$ cat src/shared/usart_rx_pkg.sv
// Package: register map, field positions, reset values and timing for the receive control
// Function
// Serial port enable and both pin direction bits must be set before pins act.
// Nine-bit select one takes nine data bits per character, zero takes eight.
// Single receive ignored except synchronous master; there it starts one, self-clears.
// Asynchronous mode: continuous receive enable turns continuous reception on or off.
// Synchronous continuous reception runs until cleared and overrides single receive.
// Receive control bit 3 is unimplemented and always reads zero.
// Framing flag set on error; cleared only by buffer read plus next valid byte.
// Overrun flag set on overrun; cleared when software clears continuous receive.
// Ninth received bit is captured with the byte entering the receive buffer.
// Baud generator is a free-running 8-bit timer whose period the divisor sets.
// High-speed select affects only asynchronous mode; ignored in synchronous mode.
// Asynchronous low speed: rate is oscillator over 64 times divisor plus one.
// Asynchronous high speed: rate is oscillator over 16 times divisor plus one.
// Synchronous mode: rate is oscillator over 4 times divisor plus one.
// Divisor formulas apply only as master; slave takes its clock from outside.
// Any divisor write immediately restarts the baud timer.
// Software may prefer high-speed asynchronous mode for a smaller rate error.
// Receive pin sampled three times mid-bit, level decided by majority vote.
// Asynchronous generator output runs at 16 or 64 times the bit rate.
`default_nettype none
package usart_rx_pkg;
    // Register indices; byte address is four times the index
    localparam logic [11:0] RCS_IDX    = 12'h018;
    localparam logic [11:0] TCS_IDX    = 12'h098;
    localparam logic [11:0] DIV_IDX    = 12'h099;
    localparam logic [11:0] RBUF_IDX   = 12'h019;
    localparam logic [11:0] STAT_IDX   = 12'h020;
    localparam logic [11:0] MASK_IDX   = 12'h021;
    localparam logic [11:0] PINDIR_IDX = 12'h022;
    localparam logic [11:0] RCS_ADDR    = RCS_IDX << 2;
    localparam logic [11:0] TCS_ADDR    = TCS_IDX << 2;
    localparam logic [11:0] DIV_ADDR    = DIV_IDX << 2;
    localparam logic [11:0] RBUF_ADDR   = RBUF_IDX << 2;
    localparam logic [11:0] STAT_ADDR   = STAT_IDX << 2;
    localparam logic [11:0] MASK_ADDR   = MASK_IDX << 2;
    localparam logic [11:0] PINDIR_ADDR = PINDIR_IDX << 2;
    // Receive control/status fields
    localparam int RCS_PORT_EN = 7;
    localparam int RCS_NINE    = 6;
    localparam int RCS_SINGLE  = 5;
    localparam int RCS_CONT    = 4;
    // Transmit control/status fields
    localparam int TCS_CSRC = 7;
    localparam int TCS_TX9  = 6;
    localparam int TCS_TXEN = 5;
    localparam int TCS_SYNC = 4;
    localparam int TCS_FAST = 2;
    localparam int TCS_TX9D = 0;
    // Interrupt status bits
    localparam int INT_RXRDY = 0;
    localparam int INT_FRAME = 1;
    localparam int INT_OVRUN = 2;
    localparam int INT_BITS  = 3;
    // Reset values
    localparam logic [7:0] RCS_RESET = 8'h00;
    localparam logic [7:0] TCS_RESET = 8'h02;
    localparam logic [7:0] DIV_RESET = 8'h00;
    // Oversampling: 16 phases per bit, majority at phases 7, 8, 9
    localparam logic [3:0] PH_SAMPLE_A = 4'h7;
    localparam logic [3:0] PH_SAMPLE_B = 4'h8;
    localparam logic [3:0] PH_DECIDE   = 4'h9;
    // Prescaler phase that ends a group of four generator ticks
    localparam logic [1:0] PRE_LAST    = 2'h3;
    localparam logic [1:0] PRE_RISE    = 2'h1;
    localparam logic [3:0] BITS_EIGHT  = 4'h8;
    localparam logic [3:0] BITS_NINE   = 4'h9;
    // AXI responses
    localparam logic [1:0] RESP_OKAY   = 2'h0;
    localparam logic [1:0] RESP_SLVERR = 2'h2;
    typedef enum logic [2:0] {ST_IDLE, ST_START, ST_DATA, ST_STOP, ST_FINISH} rx_state_t;
endpackage : usart_rx_pkg
`default_nettype wire

$ cat src/design/usart_baud_and_receive_control.sv
// Baud generator and receive control/status logic with an AXI4-Lite register slave
`default_nettype none
module usart_baud_and_receive_control (
    // Clock and reset
    input  wire logic        clk_in,
    input  wire logic        rst_in,
    // AXI4-Lite write address and data
    input  wire logic        s_axi_awvalid_in,
    output var  logic        s_axi_awready_out,
    input  wire logic [11:0] s_axi_awaddr_in,
    input  wire logic        s_axi_wvalid_in,
    output var  logic        s_axi_wready_out,
    input  wire logic [31:0] s_axi_wdata_in,
    input  wire logic [3:0]  s_axi_wstrb_in,
    // AXI4-Lite write response
    output var  logic        s_axi_bvalid_out,
    input  wire logic        s_axi_bready_in,
    output var  logic [1:0]  s_axi_bresp_out,
    // AXI4-Lite read
    input  wire logic        s_axi_arvalid_in,
    output var  logic        s_axi_arready_out,
    input  wire logic [11:0] s_axi_araddr_in,
    output var  logic        s_axi_rvalid_out,
    input  wire logic        s_axi_rready_in,
    output var  logic [31:0] s_axi_rdata_out,
    output var  logic [1:0]  s_axi_rresp_out,
    // Serial pins
    input  wire logic        receive_data_pin_in,
    input  wire logic        transmit_clock_pin_in,
    output var  logic        transmit_clock_pin_out,
    output var  logic        transmit_clock_pin_oe_out,
    // Interrupt
    output var  logic        irq_out
);
    import usart_rx_pkg::*;

    // Register state
    logic       port_en_reg, nine_sel_reg, single_reg, cont_reg;
    logic       frame_err_reg, ovr_err_reg, ninth_reg;
    logic       csrc_reg, tx9_reg, txen_reg, sync_reg, fast_reg, tx9d_reg;
    logic [7:0] div_reg, rbuf_reg;
    logic       rbuf_full_reg;
    logic [1:0] pin_dir_reg;
    logic [INT_BITS-1:0] int_stat_reg, int_mask_reg;
    // Bus state
    logic        awready_reg, wready_reg, bvalid_reg, arready_reg, rvalid_reg;
    logic [1:0]  bresp_reg, rresp_reg;
    logic [31:0] rdata_reg;
    logic        rd_was_rcs_reg;
    // Baud and receiver state
    logic [7:0] baud_cnt_reg;
    logic [1:0] pre_cnt_reg;
    logic       rx_s1_reg, rx_s2_reg, ck_s1_reg, ck_s2_reg, ck_s3_reg;
    logic       s_a_reg, s_b_reg;
    logic [3:0] phase_reg, bit_cnt_reg;
    logic [8:0] shreg_reg;
    rx_state_t  state_reg, state_next;
    logic [3:0] phase_next, bit_cnt_next;
    logic [8:0] shreg_next;
    logic       clk_pin_reg, clk_oe_reg, irq_reg;

    // Bus decode
    wire wr_fire  = s_axi_awvalid_in && s_axi_wvalid_in && !awready_reg && !bvalid_reg;
    wire wr_lane  = wr_fire && s_axi_wstrb_in[0];
    wire wr_rcs   = wr_lane && (s_axi_awaddr_in == RCS_ADDR);
    wire wr_tcs   = wr_lane && (s_axi_awaddr_in == TCS_ADDR);
    wire wr_div   = wr_lane && (s_axi_awaddr_in == DIV_ADDR);
    wire wr_stat  = wr_lane && (s_axi_awaddr_in == STAT_ADDR);
    wire wr_mask  = wr_lane && (s_axi_awaddr_in == MASK_ADDR);
    wire wr_pin   = wr_lane && (s_axi_awaddr_in == PINDIR_ADDR);
    wire wr_hit   = (s_axi_awaddr_in == RCS_ADDR) || (s_axi_awaddr_in == TCS_ADDR) ||
                    (s_axi_awaddr_in == DIV_ADDR) || (s_axi_awaddr_in == STAT_ADDR) ||
                    (s_axi_awaddr_in == MASK_ADDR) || (s_axi_awaddr_in == PINDIR_ADDR) ||
                    (s_axi_awaddr_in == RBUF_ADDR);
    wire [7:0] wbyte = s_axi_wdata_in[7:0];
    wire rd_fire  = s_axi_arvalid_in && !arready_reg && !rvalid_reg;
    wire rd_rbuf  = rd_fire && (s_axi_araddr_in == RBUF_ADDR);

    // Readback views; unimplemented bit 3 is a constant zero, transmit-empty reads one
    wire [7:0] rcs_view = {port_en_reg, nine_sel_reg, single_reg, cont_reg, 1'b0,
                           frame_err_reg, ovr_err_reg, ninth_reg};
    wire [7:0] tcs_view = {csrc_reg, tx9_reg, txen_reg, sync_reg, 1'b0,
                           fast_reg, 1'b1, tx9d_reg};
    wire       rd_hit   = (s_axi_araddr_in == RCS_ADDR) || (s_axi_araddr_in == TCS_ADDR) ||
                          (s_axi_araddr_in == DIV_ADDR) || (s_axi_araddr_in == RBUF_ADDR) ||
                          (s_axi_araddr_in == STAT_ADDR) || (s_axi_araddr_in == MASK_ADDR) ||
                          (s_axi_araddr_in == PINDIR_ADDR);
    wire [7:0] rd_byte  =
        (s_axi_araddr_in == RCS_ADDR)    ? rcs_view :
        (s_axi_araddr_in == TCS_ADDR)    ? tcs_view :
        (s_axi_araddr_in == DIV_ADDR)    ? div_reg :
        (s_axi_araddr_in == RBUF_ADDR)   ? rbuf_reg :
        (s_axi_araddr_in == STAT_ADDR)   ? {5'h00, int_stat_reg} :
        (s_axi_araddr_in == MASK_ADDR)   ? {5'h00, int_mask_reg} :
        (s_axi_araddr_in == PINDIR_ADDR) ? {6'h00, pin_dir_reg} : 8'h00;

    // Mode decode
    wire async_mode = !sync_reg;
    wire smaster    = sync_reg && csrc_reg;
    wire sslave     = sync_reg && !csrc_reg;
    wire pins_on    = port_en_reg && pin_dir_reg[1] && pin_dir_reg[0];
    // Continuous overrides single; single counts only as synchronous master
    wire rx_en      = pins_on && !ovr_err_reg &&
                      (cont_reg || (smaster && single_reg));

    // Baud timer: period divisor+1, restarted by any divisor write
    wire baud_tick  = (baud_cnt_reg == div_reg);
    wire [7:0] baud_cnt_next = (wr_div || baud_tick) ? 8'h00 :
                               baud_cnt_reg + 8'h01;
    wire [1:0] pre_cnt_next = wr_div ? 2'h0 :
                              baud_tick ? pre_cnt_reg + 2'h1 : pre_cnt_reg;
    // Oversample clock x16 from every tick (high speed) or every fourth (x64 total)
    wire sample_en  = async_mode && baud_tick &&
                      (fast_reg || (pre_cnt_reg == PRE_LAST));
    // Synchronous bit clock: four ticks per bit as master, pin edge as slave
    wire ck_rise    = ck_s2_reg && !ck_s3_reg;
    wire sync_bit   = smaster ? (baud_tick && (pre_cnt_reg == PRE_RISE)) :
                      (sslave && ck_rise);

    // Majority of three mid-bit samples
    wire maj  = (s_a_reg && s_b_reg) || (s_a_reg && rx_s2_reg) ||
                (s_b_reg && rx_s2_reg);
    wire decide     = sample_en && (phase_reg == PH_DECIDE);
    wire [3:0] bits_need = nine_sel_reg ? BITS_NINE : BITS_EIGHT;
    wire [3:0] bit_inc   = bit_cnt_reg + 4'h1;

    // Character completion and buffer hand-off
    wire done       = ((state_reg == ST_STOP) && decide) || (state_reg == ST_FINISH);
    wire stop_bad   = (state_reg == ST_STOP) && !maj;
    wire buf_busy   = rbuf_full_reg && !rd_rbuf;
    wire load       = done && !buf_busy;
    wire ovr        = done && buf_busy;
    wire [7:0] rx_byte  = nine_sel_reg ? shreg_reg[7:0] : shreg_reg[8:1];
    wire       rx_ninth = nine_sel_reg && shreg_reg[8];
    wire cont_clear = wr_rcs && !wbyte[RCS_CONT] && cont_reg;
    wire [INT_BITS-1:0] int_events = {ovr, load && stop_bad, load};
    wire [INT_BITS-1:0] int_clear  = wr_stat ? wbyte[INT_BITS-1:0] : {INT_BITS{1'b0}};

    // Receiver sequencing
    always_comb begin
        state_next   = state_reg;
        phase_next   = sample_en ? phase_reg + 4'h1 : phase_reg;
        bit_cnt_next = bit_cnt_reg;
        shreg_next   = shreg_reg;
        case (state_reg)
            ST_IDLE: begin
                bit_cnt_next = 4'h0;
                if (rx_en && async_mode && !rx_s2_reg) begin
                    state_next = ST_START;
                    phase_next = 4'h0;
                end else if (rx_en && sync_reg) begin
                    state_next = ST_DATA;
                end
            end
            ST_START: begin
                if (decide) begin
                    state_next = maj ? ST_IDLE : ST_DATA;              // False start rejected
                end
            end
            ST_DATA: begin
                if ((async_mode && decide) || (sync_reg && sync_bit)) begin
                    shreg_next   = {async_mode ? maj : rx_s2_reg, shreg_reg[8:1]};
                    bit_cnt_next = bit_inc;
                    if (bit_inc == bits_need) begin
                        state_next = async_mode ? ST_STOP : ST_FINISH;
                    end
                end
            end
            ST_STOP: begin
                if (decide) begin
                    state_next = ST_IDLE;
                end
            end
            ST_FINISH: begin
                state_next = ST_IDLE;
            end
            default: begin
                state_next = ST_IDLE;
            end
        endcase
        // Disable or mode loss drops a partial character
        if (!rx_en) begin
            state_next = ST_IDLE;
        end
    end

    // Receiver registers
    always_ff @(posedge clk_in) begin
        if (rst_in) begin
            state_reg   <= ST_IDLE;
            phase_reg   <= 4'h0;
            bit_cnt_reg <= 4'h0;
            shreg_reg   <= 9'h000;
            s_a_reg     <= 1'b1;
            s_b_reg     <= 1'b1;
        end else begin
            state_reg   <= state_next;
            phase_reg   <= phase_next;
            bit_cnt_reg <= bit_cnt_next;
            shreg_reg   <= shreg_next;
            if (sample_en && (phase_reg == PH_SAMPLE_A)) s_a_reg <= rx_s2_reg;
            if (sample_en && (phase_reg == PH_SAMPLE_B)) s_b_reg <= rx_s2_reg;
        end
    end

    // Pin synchronisers; third clock stage only feeds the slave edge detector
    always_ff @(posedge clk_in) begin
        if (rst_in) begin
            {rx_s1_reg, rx_s2_reg} <= 2'b11;
            {ck_s1_reg, ck_s2_reg, ck_s3_reg} <= 3'b000;
        end else begin
            {rx_s1_reg, rx_s2_reg} <= {receive_data_pin_in, rx_s1_reg};
            {ck_s1_reg, ck_s2_reg, ck_s3_reg} <= {transmit_clock_pin_in, ck_s1_reg, ck_s2_reg};
        end
    end

    // Baud timer never stops; rate changes land without waiting for wrap
    always_ff @(posedge clk_in) begin
        if (rst_in) begin
            baud_cnt_reg <= 8'h00;
            pre_cnt_reg <= 2'h0;
        end else begin
            baud_cnt_reg <= baud_cnt_next;
            pre_cnt_reg <= pre_cnt_next;
        end
    end

    // Master drives the bit clock, half high per bit; slave leaves the pin alone
    always_ff @(posedge clk_in) begin
        if (rst_in) begin
            clk_pin_reg <= 1'b0;
            clk_oe_reg  <= 1'b0;
        end else begin
            clk_pin_reg <= smaster && rx_en && pre_cnt_reg[1];
            clk_oe_reg  <= smaster && pins_on;
        end
    end

    // Control registers written by software
    always_ff @(posedge clk_in) begin
        if (rst_in) begin
            {port_en_reg, nine_sel_reg, cont_reg} <= {RCS_RESET[7], RCS_RESET[6], RCS_RESET[4]};
            {csrc_reg, tx9_reg, txen_reg, sync_reg} <= TCS_RESET[7:4];
            {fast_reg, tx9d_reg} <= {TCS_RESET[2], TCS_RESET[0]};
            div_reg      <= DIV_RESET;
            pin_dir_reg  <= 2'h0;
            int_mask_reg <= {INT_BITS{1'b0}};
        end else begin
            if (wr_rcs) begin
                {port_en_reg, nine_sel_reg} <= {wbyte[RCS_PORT_EN], wbyte[RCS_NINE]};
                cont_reg <= wbyte[RCS_CONT];
            end
            if (wr_tcs) begin
                {csrc_reg, tx9_reg} <= {wbyte[TCS_CSRC], wbyte[TCS_TX9]};
                {txen_reg, sync_reg} <= {wbyte[TCS_TXEN], wbyte[TCS_SYNC]};
                {fast_reg, tx9d_reg} <= {wbyte[TCS_FAST], wbyte[TCS_TX9D]};
            end
            if (wr_div)  div_reg      <= wbyte;
            if (wr_pin)  pin_dir_reg  <= wbyte[1:0];
            if (wr_mask) int_mask_reg <= wbyte[INT_BITS-1:0];
        end
    end

    // Single receive self-clears after a master character unless continuous is on
    always_ff @(posedge clk_in) begin
        if (rst_in) begin
            single_reg <= RCS_RESET[5];
        end else if (wr_rcs) begin
            single_reg <= wbyte[RCS_SINGLE];
        end else if (done && smaster && !cont_reg) begin
            single_reg <= 1'b0;
        end
    end

    // Receive buffer, ninth bit and error flags; software cannot write them
    always_ff @(posedge clk_in) begin
        if (rst_in) begin
            rbuf_reg      <= 8'h00;
            rbuf_full_reg <= 1'b0;
            ninth_reg     <= 1'b0;
            frame_err_reg <= 1'b0;
            ovr_err_reg   <= 1'b0;
        end else begin
            if (load) begin
                rbuf_reg      <= rx_byte;
                ninth_reg     <= rx_ninth;
                frame_err_reg <= stop_bad;
            end
            rbuf_full_reg <= load || buf_busy;
            // Overrun set wins over a same-cycle clear
            if (ovr)             ovr_err_reg <= 1'b1;
            else if (cont_clear) ovr_err_reg <= 1'b0;
        end
    end

    // Sticky interrupt status, write one to clear, new events win
    always_ff @(posedge clk_in) begin
        if (rst_in) begin
            int_stat_reg <= {INT_BITS{1'b0}};
            irq_reg      <= 1'b0;
        end else begin
            int_stat_reg <= (int_stat_reg & ~int_clear) | int_events;
            irq_reg      <= |(int_stat_reg & int_mask_reg);
        end
    end

    // AXI write: address and data taken together, response the next cycle
    always_ff @(posedge clk_in) begin
        if (rst_in) begin
            {awready_reg, wready_reg, bvalid_reg} <= 3'b000;
            bresp_reg <= RESP_OKAY;
        end else begin
            awready_reg <= wr_fire;
            wready_reg  <= wr_fire;
            if (wr_fire) begin
                bvalid_reg <= 1'b1;
                bresp_reg  <= wr_hit ? RESP_OKAY : RESP_SLVERR;
            end else if (s_axi_bready_in) begin
                bvalid_reg <= 1'b0;
            end
        end
    end

    // AXI read: data registered at the accepting edge
    always_ff @(posedge clk_in) begin
        if (rst_in) begin
            {arready_reg, rvalid_reg, rd_was_rcs_reg} <= 3'b000;
            rdata_reg <= 32'h0000_0000;
            rresp_reg <= RESP_OKAY;
        end else begin
            arready_reg <= rd_fire;
            if (rd_fire) begin
                rvalid_reg     <= 1'b1;
                rdata_reg      <= {24'h00_0000, rd_byte};
                rresp_reg      <= rd_hit ? RESP_OKAY : RESP_SLVERR;
                rd_was_rcs_reg <= (s_axi_araddr_in == RCS_ADDR);
            end else if (s_axi_rready_in) begin
                rvalid_reg <= 1'b0;
            end
        end
    end

    // Output drive, all from flip-flops
    assign s_axi_awready_out         = awready_reg;
    assign s_axi_wready_out          = wready_reg;
    assign s_axi_bvalid_out          = bvalid_reg;
    assign s_axi_bresp_out           = bresp_reg;
    assign s_axi_arready_out         = arready_reg;
    assign s_axi_rvalid_out          = rvalid_reg;
    assign s_axi_rdata_out           = rdata_reg;
    assign s_axi_rresp_out           = rresp_reg;
    assign transmit_clock_pin_out    = clk_pin_reg;
    assign transmit_clock_pin_oe_out = clk_oe_reg;
    assign irq_out                   = irq_reg;
endmodule : usart_baud_and_receive_control
`default_nettype wire

$ cat config.mk
export PLATFORM = sky130hd
export DESIGN_NAME = usart_baud_and_receive_control
export DESIGN_NICKNAME = d
export VERILOG_FILES = /design/src/shared/usart_rx_pkg.sv /design/src/design/usart_baud_and_receive_control.sv
export SDC_FILE = /design/constraint.sdc
export NUM_CORES = 1
export LEC_CHECK = 0
export ABC_AREA = 1
export BUFFER_PORTS_ARGS = -buffer_cell sky130_fd_sc_hd__buf_2
export CAP_MARGIN = 20
export CORE_ASPECT_RATIO = 0.9
export CORE_MARGIN = 1
export CORE_UTILIZATION = 58
export CTS_BUF_LIST = sky130_fd_sc_hd__clkbuf_16
export CTS_CLUSTER_DIAMETER = 100
export DETAILED_ROUTE_END_ITERATION = 10
export PLACE_DENSITY_LB_ADDON = 0.12
export SLEW_MARGIN = 15
export SYNTH_ARGS = -nofsm -noshare
export SYNTH_HDL_FRONTEND = slang
export SYNTH_SLANG_ARGS = --single-unit
$ cat constraint.sdc
create_clock -name clk_in -period 3.38 [get_ports clk_in]
set_clock_uncertainty 0.15 [all_clocks]
set_input_delay 0 -clock clk_in [delete_from_list [all_inputs] [get_ports clk_in]]
set_output_delay 0 -clock clk_in [all_outputs]
set_load 0.05 [all_outputs]
==> results.sh, run 1 <==
export IMPL_drt_wl_total_mm=11.2
export IMPL_ys_types=39
export IMPL_area_growth_pct=16.6
export IMPL_dp_hpwl_mm=8.01
export IMPL_setup_viol_count_final=0
export IMPL_grt_max_degree=43
export IMPL_fin_crit_sh=0.637
export IMPL_via_per_inst=5.25
export IMPL_die_x_um=97.1
export IMPL_cts_max_path_buffers=2
export IMPL_num_antenna_cells=0
export IMPL_final_common_cell="nand2_1"
export IMPL_vias=4533
export IMPL_p_leak_uw=0.00246
export IMPL_synth_top_area_share=0.390
export IMPL_overflow=0
export IMPL_slew_headroom=0.554
export IMPL_endpoint_kind="flip-flop"
export IMPL_critPathLaunchType="flip-flop"
export IMPL_hold_viol_final=0
export IMPL_worst_pin_slew_ps=663
export IMPL_rsz0062_at_grt="no"
export IMPL_cts_made_buffers=9
export IMPL_status="complete, no violations"
export IMPL_drc=0
export IMPL_drive_above_1_share=0.125
export IMPL_start_util=0.614
export IMPL_grt_pass1_vias=4102
export IMPL_grt_pass1_wl_mm=18.5
export IMPL_fin_area_um2=5510
export IMPL_grtUsageTotal=0.272
export IMPL_ys_flop_type="dfxtp_1"
export IMPL_root_buffer="clkbuf_16"
export IMPL_yosysSeqAreaShare=0.390
export IMPL_yosys_warnings=0
export IMPL_criticalPathCategory="flip-flop to flip-flop"
export IMPL_path_clk_slew_ps=70
export IMPL_drv_cap=0
export IMPL_power_density_nw_per_um2=439
export IMPL_ant_nets=0
export IMPL_die_h_um=87.6
export IMPL_final_cell_mix="nand2_1 (132), dfxtp_1 (92), inv_1 (86)"
export IMPL_synth_area_leaders="dfxtp_1 (39%), nand2_1 (10%), inv_1 (6.8%), nand3_1 (6.6%), a21oi_1 (6.4%)"
export IMPL_drtIter0Drc=293
export IMPL_synth_edf_count=0
export IMPL_place_port_buffers=59
export IMPL_wl_per_cell_um=12.9
export IMPL_cp_required_ps=3450
export IMPL_worstHoldPathType="input pin to flip-flop"
export IMPL_synth_cell_area_um2=4720
export IMPL_ios=113
export IMPL_routabilityCongestion=0.897
export IMPL_clkSinkCount=92
export IMPL_setup_tns_ps=0
export IMPL_arrival_ps=2230
export IMPL_layout_min_cycle_time_ps=2150
export IMPL_synthArstFlopShare=0
export IMPL_hold_ws_ps=44.2
export IMPL_dp_slack_ps=1210
export IMPL_postPlaceCellArea_um2=4970
export IMPL_row_count=30
export IMPL_antenna_found_initial=0
export IMPL_synth_ff_latch_count=92
export IMPL_nets=839
export IMPL_dieArea_um2=8510
export IMPL_setup_slack_ps=1230
export IMPL_syn_inst=686
export IMPL_coreArea_um2=7690
export IMPL_peakVddDrop_mv=0.291
export IMPL_r2r_slack_ps=1230
export IMPL_cts_tree="done"
export IMPL_clk_latency_ps=340
export IMPL_cp_max_fo=16
export IMPL_largest_reg_flops=9
export IMPL_avgSynthCellArea_um2=6.89
export IMPL_fillers=660
export IMPL_dr_pass1_iters=4
export IMPL_yosys_area_top_type="dfxtp_1"
export IMPL_fmax_ghz=0.465
export IMPL_maxSlewViolCount=0
export IMPL_cts_max_level=3
layout make-up:
| type | count | area [um2] | area share |
|---|---|---|---|
| Sequential cell | 92 | 1840 | 0.335 |
| Clock buffer | 9 | 225 | 0.0409 |
| Timing Repair Buffer | 83 | 528 | 0.0959 |
| Clock inverter | 7 | 97.6 | 0.0177 |
| Inverter | 89 | 335 | 0.0609 |
| Multi-Input combinational cell | 488 | 2360 | 0.428 |
| Tap cell | 96 | 120 | 0.0218 |
cell usage after synthesis, types with 8 or more instances:
library cell  count
a21oi_1          60
buf_4            27
clkbuf_1         11
dfxtp_1          92
inv_1            86
nand2_1         132
nand3_1          62
nand4_1           9
nor2_1           79
o21ai_0          49
o21ai_1           8
path summary, 6_finish.rpt:
kind / endpoint / start / cells after the start
worst max-delay path: baud_cnt_reg[4]$_SDFF_PP0_ / s_axi_bvalid_out$_SDFFE_PP0P_ / 9
worst min register to register: ck_s2_reg$_SDFF_PP0_ / ck_s1_reg$_SDFF_PP0_ / 2
worst max register to register: baud_cnt_reg[4]$_SDFF_PP0_ / s_axi_bvalid_out$_SDFFE_PP0P_ / 9
worst min-delay path: pin_dir_reg[0]$_SDFFE_PP0P_ / s_axi_awaddr_in[3] / 5
what timing repair did:
| item | in CTS | in global routing |
|---|---|---|
| resized for setup | 0 | 0 |
| hold buffers | 21 | 0 |
| setup buffers | 0 | 0 |
| endpoints found under the hold margin | 34 | 0 |
| endpoints found under the setup margin | 0 | 0 |
critical path, stage by stage, from the launching register on:
cell,delay [ps]
dfxtp_1,320
nor2_1,100
and3_1,180
nand2_1,90
inv_1,130
nand3_1,450
nand2_1,230
inv_1,70
nand2_1,230
nor3b_1,90
layer usage:
layer / vias to the layer above / track usage / part of all wire
li1: 2318 / - / -
met1: 2044 / 0.336 / 0.45
met2: 151 / 0.489 / 0.48
met3: 20 / 0.0447 / 0.049
met4: 0 / 0.0950 / 0.020
met5: - / 0 / 0
cells by family after synthesis:
group | after synthesis | synth area share
compound gates | 130 | 0.147
xor+xnor | 12 | 0.0223
fa+ha+maj | 8 | 0.0207
buf+inv | 131 | 0.131
flops | 92 | 0.390
other cells | 1 | 0.000794
simple gates | 312 | 0.288
power breakdown:
group          internal [uW]  switching [uW]  leakage (uW)
clock                    652             430      0.000154
combinational           62.0             169       0.00156
sequential              1100            8.69      0.000744
total                   1810             607       0.00246
per-stage QoR:
stage	power [uW]	util	std cells
final	2420	0.715	864
after global routing	2490	0.715	864
after CTS	2430	0.715	864
after detailed placement	1340	0.646	827
after global placement	1340	0.646	827
after floorplan	1310	-	711
(Power assumes the default switching activity.)
==> run 2: changes to the inputs <==
--- a/config.mk
+++ b/config.mk
@@ -5,12 +5,12 @@
 export SDC_FILE = /design/constraint.sdc
 export NUM_CORES = 1
 export LEC_CHECK = 0
-export ABC_AREA = 1
+export ABC_AREA = 0
 export BUFFER_PORTS_ARGS = -buffer_cell sky130_fd_sc_hd__buf_2
 export CAP_MARGIN = 20
 export CORE_ASPECT_RATIO = 0.9
 export CORE_MARGIN = 1
-export CORE_UTILIZATION = 58
+export CORE_UTILIZATION = 54
 export CTS_BUF_LIST = sky130_fd_sc_hd__clkbuf_16
 export CTS_CLUSTER_DIAMETER = 100
 export DETAILED_ROUTE_END_ITERATION = 10
==> constraint.sdc (replaced) <==
create_clock -name clk_in -period 2.24 [get_ports clk_in]
set_clock_uncertainty 0.15 [all_clocks]
set_input_delay 0 -clock clk_in [delete_from_list [all_inputs] [get_ports clk_in]]
set_output_delay 0 -clock clk_in [all_outputs]
set_load 0.05 [all_outputs]
==> run 2 against run 1 <==
Effect of this change:
- wire length is 1.1% lower
- non-clock buffer count is 25 higher
- final area is 3.6% higher
- count of clock-buffer cells in the layout stayed put
- maximum frequency is 1.2% lower
- worst hold slack worse by 25 ps
- critical path depth is 2 lower
- via count is 13% lower
- largest cell class unchanged
- highest routed layer unchanged
==> results.sh, run 2 <==
export IMPL_synth_edf_count=0
export IMPL_via_per_inst=5.39
export IMPL_yosysSeqAreaShare=0.396
export IMPL_place_port_buffers=59
export IMPL_largest_reg_flops=9
export IMPL_syn_inst=514
export IMPL_nets=685
export IMPL_drc=0
export IMPL_p_int_uw=2620
export IMPL_fillers=673
export IMPL_drt_wl_total_mm=11.0
export IMPL_worst_pin_slew_ps=504
export IMPL_area_growth_pct=22.6
export IMPL_coreArea_um2=8180
export IMPL_instances_no_fill=729
export IMPL_power_density_nw_per_um2=618
export IMPL_p_comb_frac=0.094
export IMPL_dp_slack_ps=8.79
export IMPL_ys_flop_type="dfxtp_1"
export IMPL_cts_max_path_buffers=2
export IMPL_die_x_um=99.8
export IMPL_avgSynthCellArea_um2=9.05
export IMPL_clk_latency_ps=350
export IMPL_overflow=0
export IMPL_setup_tns_ps=0
export IMPL_synthArstFlopShare=0
export IMPL_endpoint_kind="flip-flop"
export IMPL_cts_made_buffers=9
export IMPL_ys_types=71
export IMPL_rsz0062_at_grt="yes"
export IMPL_root_buffer="clkbuf_16"
export IMPL_setup_viol_count_final=0
export IMPL_setup_slack_ps=61.1
export IMPL_cp_required_ps=2360
export IMPL_yosys_warnings=0
export IMPL_cp_max_fo=10
export IMPL_critPathLaunchType="flip-flop"
export IMPL_final_common_cell="nor2_1"
export IMPL_routabilityCongestion=0.871
export IMPL_arrival_ps=2300
export IMPL_cts_max_level=3
export IMPL_ant_nets=0
export IMPL_synth_most_common_cell="dfxtp_1"
export IMPL_final_cell_mix="nor2_1 (86), dfxtp_1 (84), buf_2 (59)"
export IMPL_clkSinkCount=92
export IMPL_drv_cap=0
export IMPL_fin_crit_sh=0.973
export IMPL_start_util=0.568
export IMPL_peakVddDrop_mv=0.356
export IMPL_wl_per_cell_um=15.1
export IMPL_yosys_area_top_type="dfxtp_1"
export IMPL_switching_share=0.256
export IMPL_ios=113
export IMPL_p_switching_uw=902
export IMPL_num_antenna_cells=0
export IMPL_placed_cells=690
export IMPL_cts_tree="done"
export IMPL_layout_min_cycle_time_ps=2180
export IMPL_grt_pass1_vias=3771
export IMPL_clockPowerShare=0.433
export IMPL_dr_pass1_iters=5
export IMPL_postPlaceCellArea_um2=5100
export IMPL_grtUsageTotal=0.256
export IMPL_hold_viol_final=0
export IMPL_netlist_top_cells_count="dfxtp_1 (92), nor2_1 (86), mux2i_1 (47)"
export IMPL_synth_ff_latch_count=92
export IMPL_grt_pass1_wl_mm=18.3
export IMPL_dp_hpwl_mm=7.72
export IMPL_drtIter0Drc=202
export IMPL_synth_top_area_share=0.396
export IMPL_criticalPathCategory="flip-flop to flip-flop"
export IMPL_dieArea_um2=8990
export IMPL_p_seq_frac=0.473
export IMPL_synth_cell_area_um2=4650
export IMPL_drive_above_1_share=0.254
export IMPL_r2r_slack_ps=60
export IMPL_die_h_um=90.1
export IMPL_synth_area_leaders="dfxtp_1 (40%), mux2i_1 (10%), nor2_1 (6.9%), buf_4 (4.8%), a21oi_1 (2.5%)"
export IMPL_vias=3931
export IMPL_p_leak_uw=0.00216
export IMPL_path_clk_slew_ps=60
export IMPL_fmax_ghz=0.459
export IMPL_grt_max_degree=24
export IMPL_status="complete, no violations"
export IMPL_maxSlewViolCount=0
export IMPL_fin_area_um2=5700
export IMPL_antenna_found_initial=0
export IMPL_row_count=31
export IMPL_slew_headroom=0.663
export IMPL_p_total_uw=3520
export IMPL_worstHoldPathType="input pin to flip-flop"
-- run 2: changes by cell type after synthesis, moves of 6 or more --
| cell | change |
|---|---|
| nand2_1 | -102 |
| a211oi_2 | +9 |
| o21ai_1 | -7 |
| nand2_2 | -6 |
| nor2b_1 | +8 |
| mux2i_1 | +47 |
| nor2_1 | +7 |
| a21oi_1 | -37 |
| nand3_1 | -45 |
| o21ai_0 | -43 |
| inv_1 | -75 |
-- run 2: worst paths after layout --
check	startpoint	cells past startpoint	to
min	s_axi_awaddr_in[9]	5	port_en_reg$_SDFFE_PP0N_
max	state_reg[0]$_SDFFE_PP0P_	7	rbuf_reg[2]$_SDFFE_PP0P_
max reg2reg	state_reg[0]$_SDFFE_PP0P_	7	rbuf_reg[2]$_SDFFE_PP0P_
min reg2reg	rx_s1_reg$_SDFF_PP1_	1	rx_s2_reg$_SDFF_PP1_
-- run 2: through the flow --
stage,hold slack (ps),utilization
final,19.2,0.697
after global placement,35.6,0.623
after floorplan,-46.2,-
after CTS,17.0,0.686
after detailed placement,40.0,0.623
after global routing,32.6,0.697
-- run 2: timing repair --
| item | in CTS | in global routing |
|---|---|---|
| gates resized for setup | 0 | 18 |
| hold buffers | 20 | 0 |
| cloned | 0 | 1 |
| pin swaps | 1 | 3 |
| hold endpoints to repair | 41 | 0 |
| endpoints found under the setup margin | 2 | 17 |
| buffers inserted | 2 | 0 |
-- run 2: critical path, cell delays in order (launching register included) --
cell       delay [ps]
dfxtp_1           440
nor2b_2           230
nand2_1           100
o41a_1            530
nor2b_4           230
clkbuf_16         200
nor2_1             50
a211oi_2          170
-- run 2: cell type report --
type | count | area (um2) | share of cell area
clock buffers | 9 | 225 | 0.0395
flip-flops and latches | 92 | 1850 | 0.325
inverters | 11 | 41.3 | 0.00724
repair buffers | 108 | 756 | 0.133
multi-input cells | 387 | 2610 | 0.458
well taps | 115 | 144 | 0.0252
clock inverters | 7 | 75.1 | 0.0132
-- run 2: per-layer routing --
metal  GRT usage  up-vias  share of wire
li1            -     1952              -
met2       0.429      114           0.47
met5           0        -              0
met1       0.334     1852           0.46
met3      0.0428       13          0.051
met4      0.0809        0          0.014
-- run 2: logic make-up after synthesis --
| family | after synthesis | share of synthesized area |
|---|---|---|
| AO/OA/AOI/OAI | 77 | 0.128 |
| XOR/XNOR | 21 | 0.0460 |
| adder cells (fa/ha/maj) | 7 | 0.0188 |
| buffers and inverters | 60 | 0.0748 |
| flip-flops | 92 | 0.396 |
| multiplexers | 51 | 0.111 |
| other | 1 | 0.000806 |
| AND/OR/NAND/NOR | 205 | 0.225 |
-- run 2: power groups by stage --
stage	registers, uW	logic (uW)	clock network, uW
6_report	1670	331	1520
2_1_floorplan	1730	219	0
4_1_cts	1670	329	1540
3_3_place_gp	1700	295	0
5_1_grt	1670	356	1620
3_5_place_dp	1700	300	0
==> run 3: changes to the inputs <==
--- a/config.mk
+++ b/config.mk
@@ -10,7 +10,7 @@
 export CAP_MARGIN = 20
 export CORE_ASPECT_RATIO = 0.9
 export CORE_MARGIN = 1
-export CORE_UTILIZATION = 54
+export CORE_UTILIZATION = 35
 export CTS_BUF_LIST = sky130_fd_sc_hd__clkbuf_16
 export CTS_CLUSTER_DIAMETER = 100
 export DETAILED_ROUTE_END_ITERATION = 10
==> run 3 against run 2 <==
Effect of this change:
- die area increased by 53%
- core utilization decreased by 25 points
- sequential cell count unchanged
- non-clock buffer count increased by 8
- highest routed layer unchanged
- sequential share of layout area decreased by 0.26 points
==> results.sh, run 3 (synthesized netlist as in run 2, its figures left out) <==
export IMPL_crit_chain="nand3_1 > or2_2 > or4_1 > a221oi_2 > a2111oi_2 > o21a_1"
export IMPL_power_density_nw_per_um2=580
export IMPL_arrival_ps=2280
export IMPL_antenna_found_initial=0
export IMPL_start_util=0.362
export IMPL_layout_min_cycle_time_ps=2190
export IMPL_setup_viol_count_final=0
export IMPL_maxSlewViolCount=0
export IMPL_grt_pass1_wl_mm=19.0
export IMPL_cts_max_level=3
export IMPL_cts_tree="done"
export IMPL_critPathTopFamily="simple AND/OR/NAND/NOR gates"
export IMPL_p_total_uw=3330
export IMPL_routabilityCongestion=0.762
export IMPL_path_clk_slew_ps=60
export IMPL_criticalPathCategory="flip-flop to flip-flop"
export IMPL_dieArea_um2=13800
export IMPL_die_x_um=124
export IMPL_post_cts_buffers=0
export IMPL_num_antenna_cells=0
export IMPL_critPathSlowestCell="or4_1"
export IMPL_grt_max_degree=27
export IMPL_ios=113
export IMPL_coreArea_um2=12800
export IMPL_overflow=0
export IMPL_fin_area_um2=5740
export IMPL_utilization=0.447
export IMPL_r2r_slack_ps=50
export IMPL_worstHoldPathType="input pin to flip-flop"
export IMPL_postPlaceCellArea_um2=5240
export IMPL_status="complete, no violations"
export IMPL_placed_cells=749
export IMPL_row_count=39
export IMPL_cts_max_path_buffers=2
export IMPL_met3RoutedLength_um=369
export IMPL_cts_made_buffers=9
export IMPL_drtIter0Drc=141
export IMPL_drive_above_1_share=0.245
export IMPL_ant_nets=0
export IMPL_cp_max_fo=3
export IMPL_via_per_inst=4.94
export IMPL_drt_wl_total_mm=11.5
export IMPL_fillers=1286
export IMPL_crit_end="state_reg[1]$_SDFFE_PP0P_"
export IMPL_fmax_ghz=0.457
export IMPL_slew_headroom=0.630
export IMPL_drt_met1_wl_mm=5.54
export IMPL_max_stage_delay_ps=480
export IMPL_die_h_um=111
export IMPL_peakVddDrop_mv=0.335
export IMPL_area_growth_pct=23.3
export IMPL_r2r_cells=6
export IMPL_highest_layer="met4"
export IMPL_clkSinkCount=92
export IMPL_cp_required_ps=2330
export IMPL_dp_hpwl_mm=8.70
export IMPL_dr_pass1_iters=4
export IMPL_crit_start="port_en_reg$_SDFFE_PP0N_"
export IMPL_wl_per_cell_um=14.6
export IMPL_grtUsageTotal=0.178
export IMPL_nets=693
export IMPL_drv_cap=0
export IMPL_vias=3877
export IMPL_final_common_cell="dfxtp_1"
export IMPL_critPathLaunchType="flip-flop"
export IMPL_worst_pin_slew_ps=553
export IMPL_wl_met2_mm=5.40
export IMPL_largest_reg_flops=9
export IMPL_r2r_start="port_en_reg$_SDFFE_PP0N_"
export IMPL_rsz0062_at_grt="yes"
export IMPL_r2r_end="state_reg[1]$_SDFFE_PP0P_"
export IMPL_p_leak_uw=0.00218
export IMPL_fin_crit_sh=0.978
export IMPL_grt_pass1_vias=3767
export IMPL_hold_viol_final=0
export IMPL_place_port_buffers=59
export IMPL_endpoint_kind="flip-flop"
export IMPL_final_cell_mix="dfxtp_1 (87), nor2_1 (86), buf_2 (59)"
export IMPL_clk_latency_ps=340
export IMPL_root_buffer="clkbuf_16"
export IMPL_instances_no_fill=785
export IMPL_drc=0
export IMPL_crit_cells=6
export IMPL_worst_path_buf_inv=0
[run 3: cell types whose count changed in the layout (fill, tap and decap cells not counted), sizes merged]
cell	before	now
clkbuf	10	9
inv	12	14
buf	87	95
bufinv	1	0
clkinvlp	3	1
dlygate4sd3	20	21
[run 3: worst reg2reg max path, cell delays in order (launching register included)]
cell,delay (ps)
dfxtp_1,350
nand3_1,170
or2_2,360
or4_1,480
a221oi_2,320
a2111oi_2,70
o21a_1,200
[run 3: where the power goes]
group	internal, uW	total [uW]	leakage (uW)	switching [uW]
Combinational	102	339	0.00131	237
Clock	726	1320	0.000130	599
Sequential	1650	1670	0.000746	11.9
Total	2480	3330	0.00218	848
[run 3: repair_timing]
action,4_1_cts,5_1_grt
endpoints found under the hold margin,36,0
hold buffers,21,0
resized for setup,0,13
endpoints found under the setup margin,0,21
[run 3: metal layers]
layer / global-route usage / vias to the layer above
li1: - / 1970
met1: 0.239 / 1813
met2: 0.288 / 83
met3: 0.0353 / 11
met4: 0.0482 / 0
met5: 0 / -
[run 3: worst min-delay path by stage]
stage / start / end / slack [ps] / depth (start not counted)
2_1_floorplan: receive_data_pin_in / rx_s1_reg$_SDFF_PP1_ / -50 / 1
3_3_place_gp: receive_data_pin_in / rx_s1_reg$_SDFF_PP1_ / 40 / 2
3_5_place_dp: receive_data_pin_in / rx_s1_reg$_SDFF_PP1_ / 40 / 2
4_1_cts: s_axi_wstrb_in[0] / pre_cnt_reg[0]$_SDFFE_PP0N_ / 2 / 4
5_1_grt: s_axi_araddr_in[0] / rbuf_full_reg$_SDFF_PP0_ / 40 / 5
6_report: s_axi_wstrb_in[0] / pre_cnt_reg[0]$_SDFFE_PP0N_ / 3 / 4
[run 3: final cells by class]
class / count / area (um2) / area share
sequential: 92 / 1850 / 0.322
tap: 164 / 205 / 0.0358
multi-input combinational: 387 / 2590 / 0.451
clock inverter: 6 / 26.3 / 0.00458
timing repair buffer: 116 / 801 / 0.140
clock buffer: 9 / 225 / 0.0393
inverter: 11 / 41.3 / 0.00720
[run 3: per-stage QoR]
stage / setup WS, ps / setup TNS [ps] / hold slack [ps]
floorplan: 94.2 / 0 / -46.2
global placement: 60.6 / 0 / 39.4
detailed placement: 46.9 / 0 / 41.2
CTS: 29.0 / 0 / 1.57
global route: -43.5 / -46.2 / 36.8
finish: 49.6 / 0 / 2.65
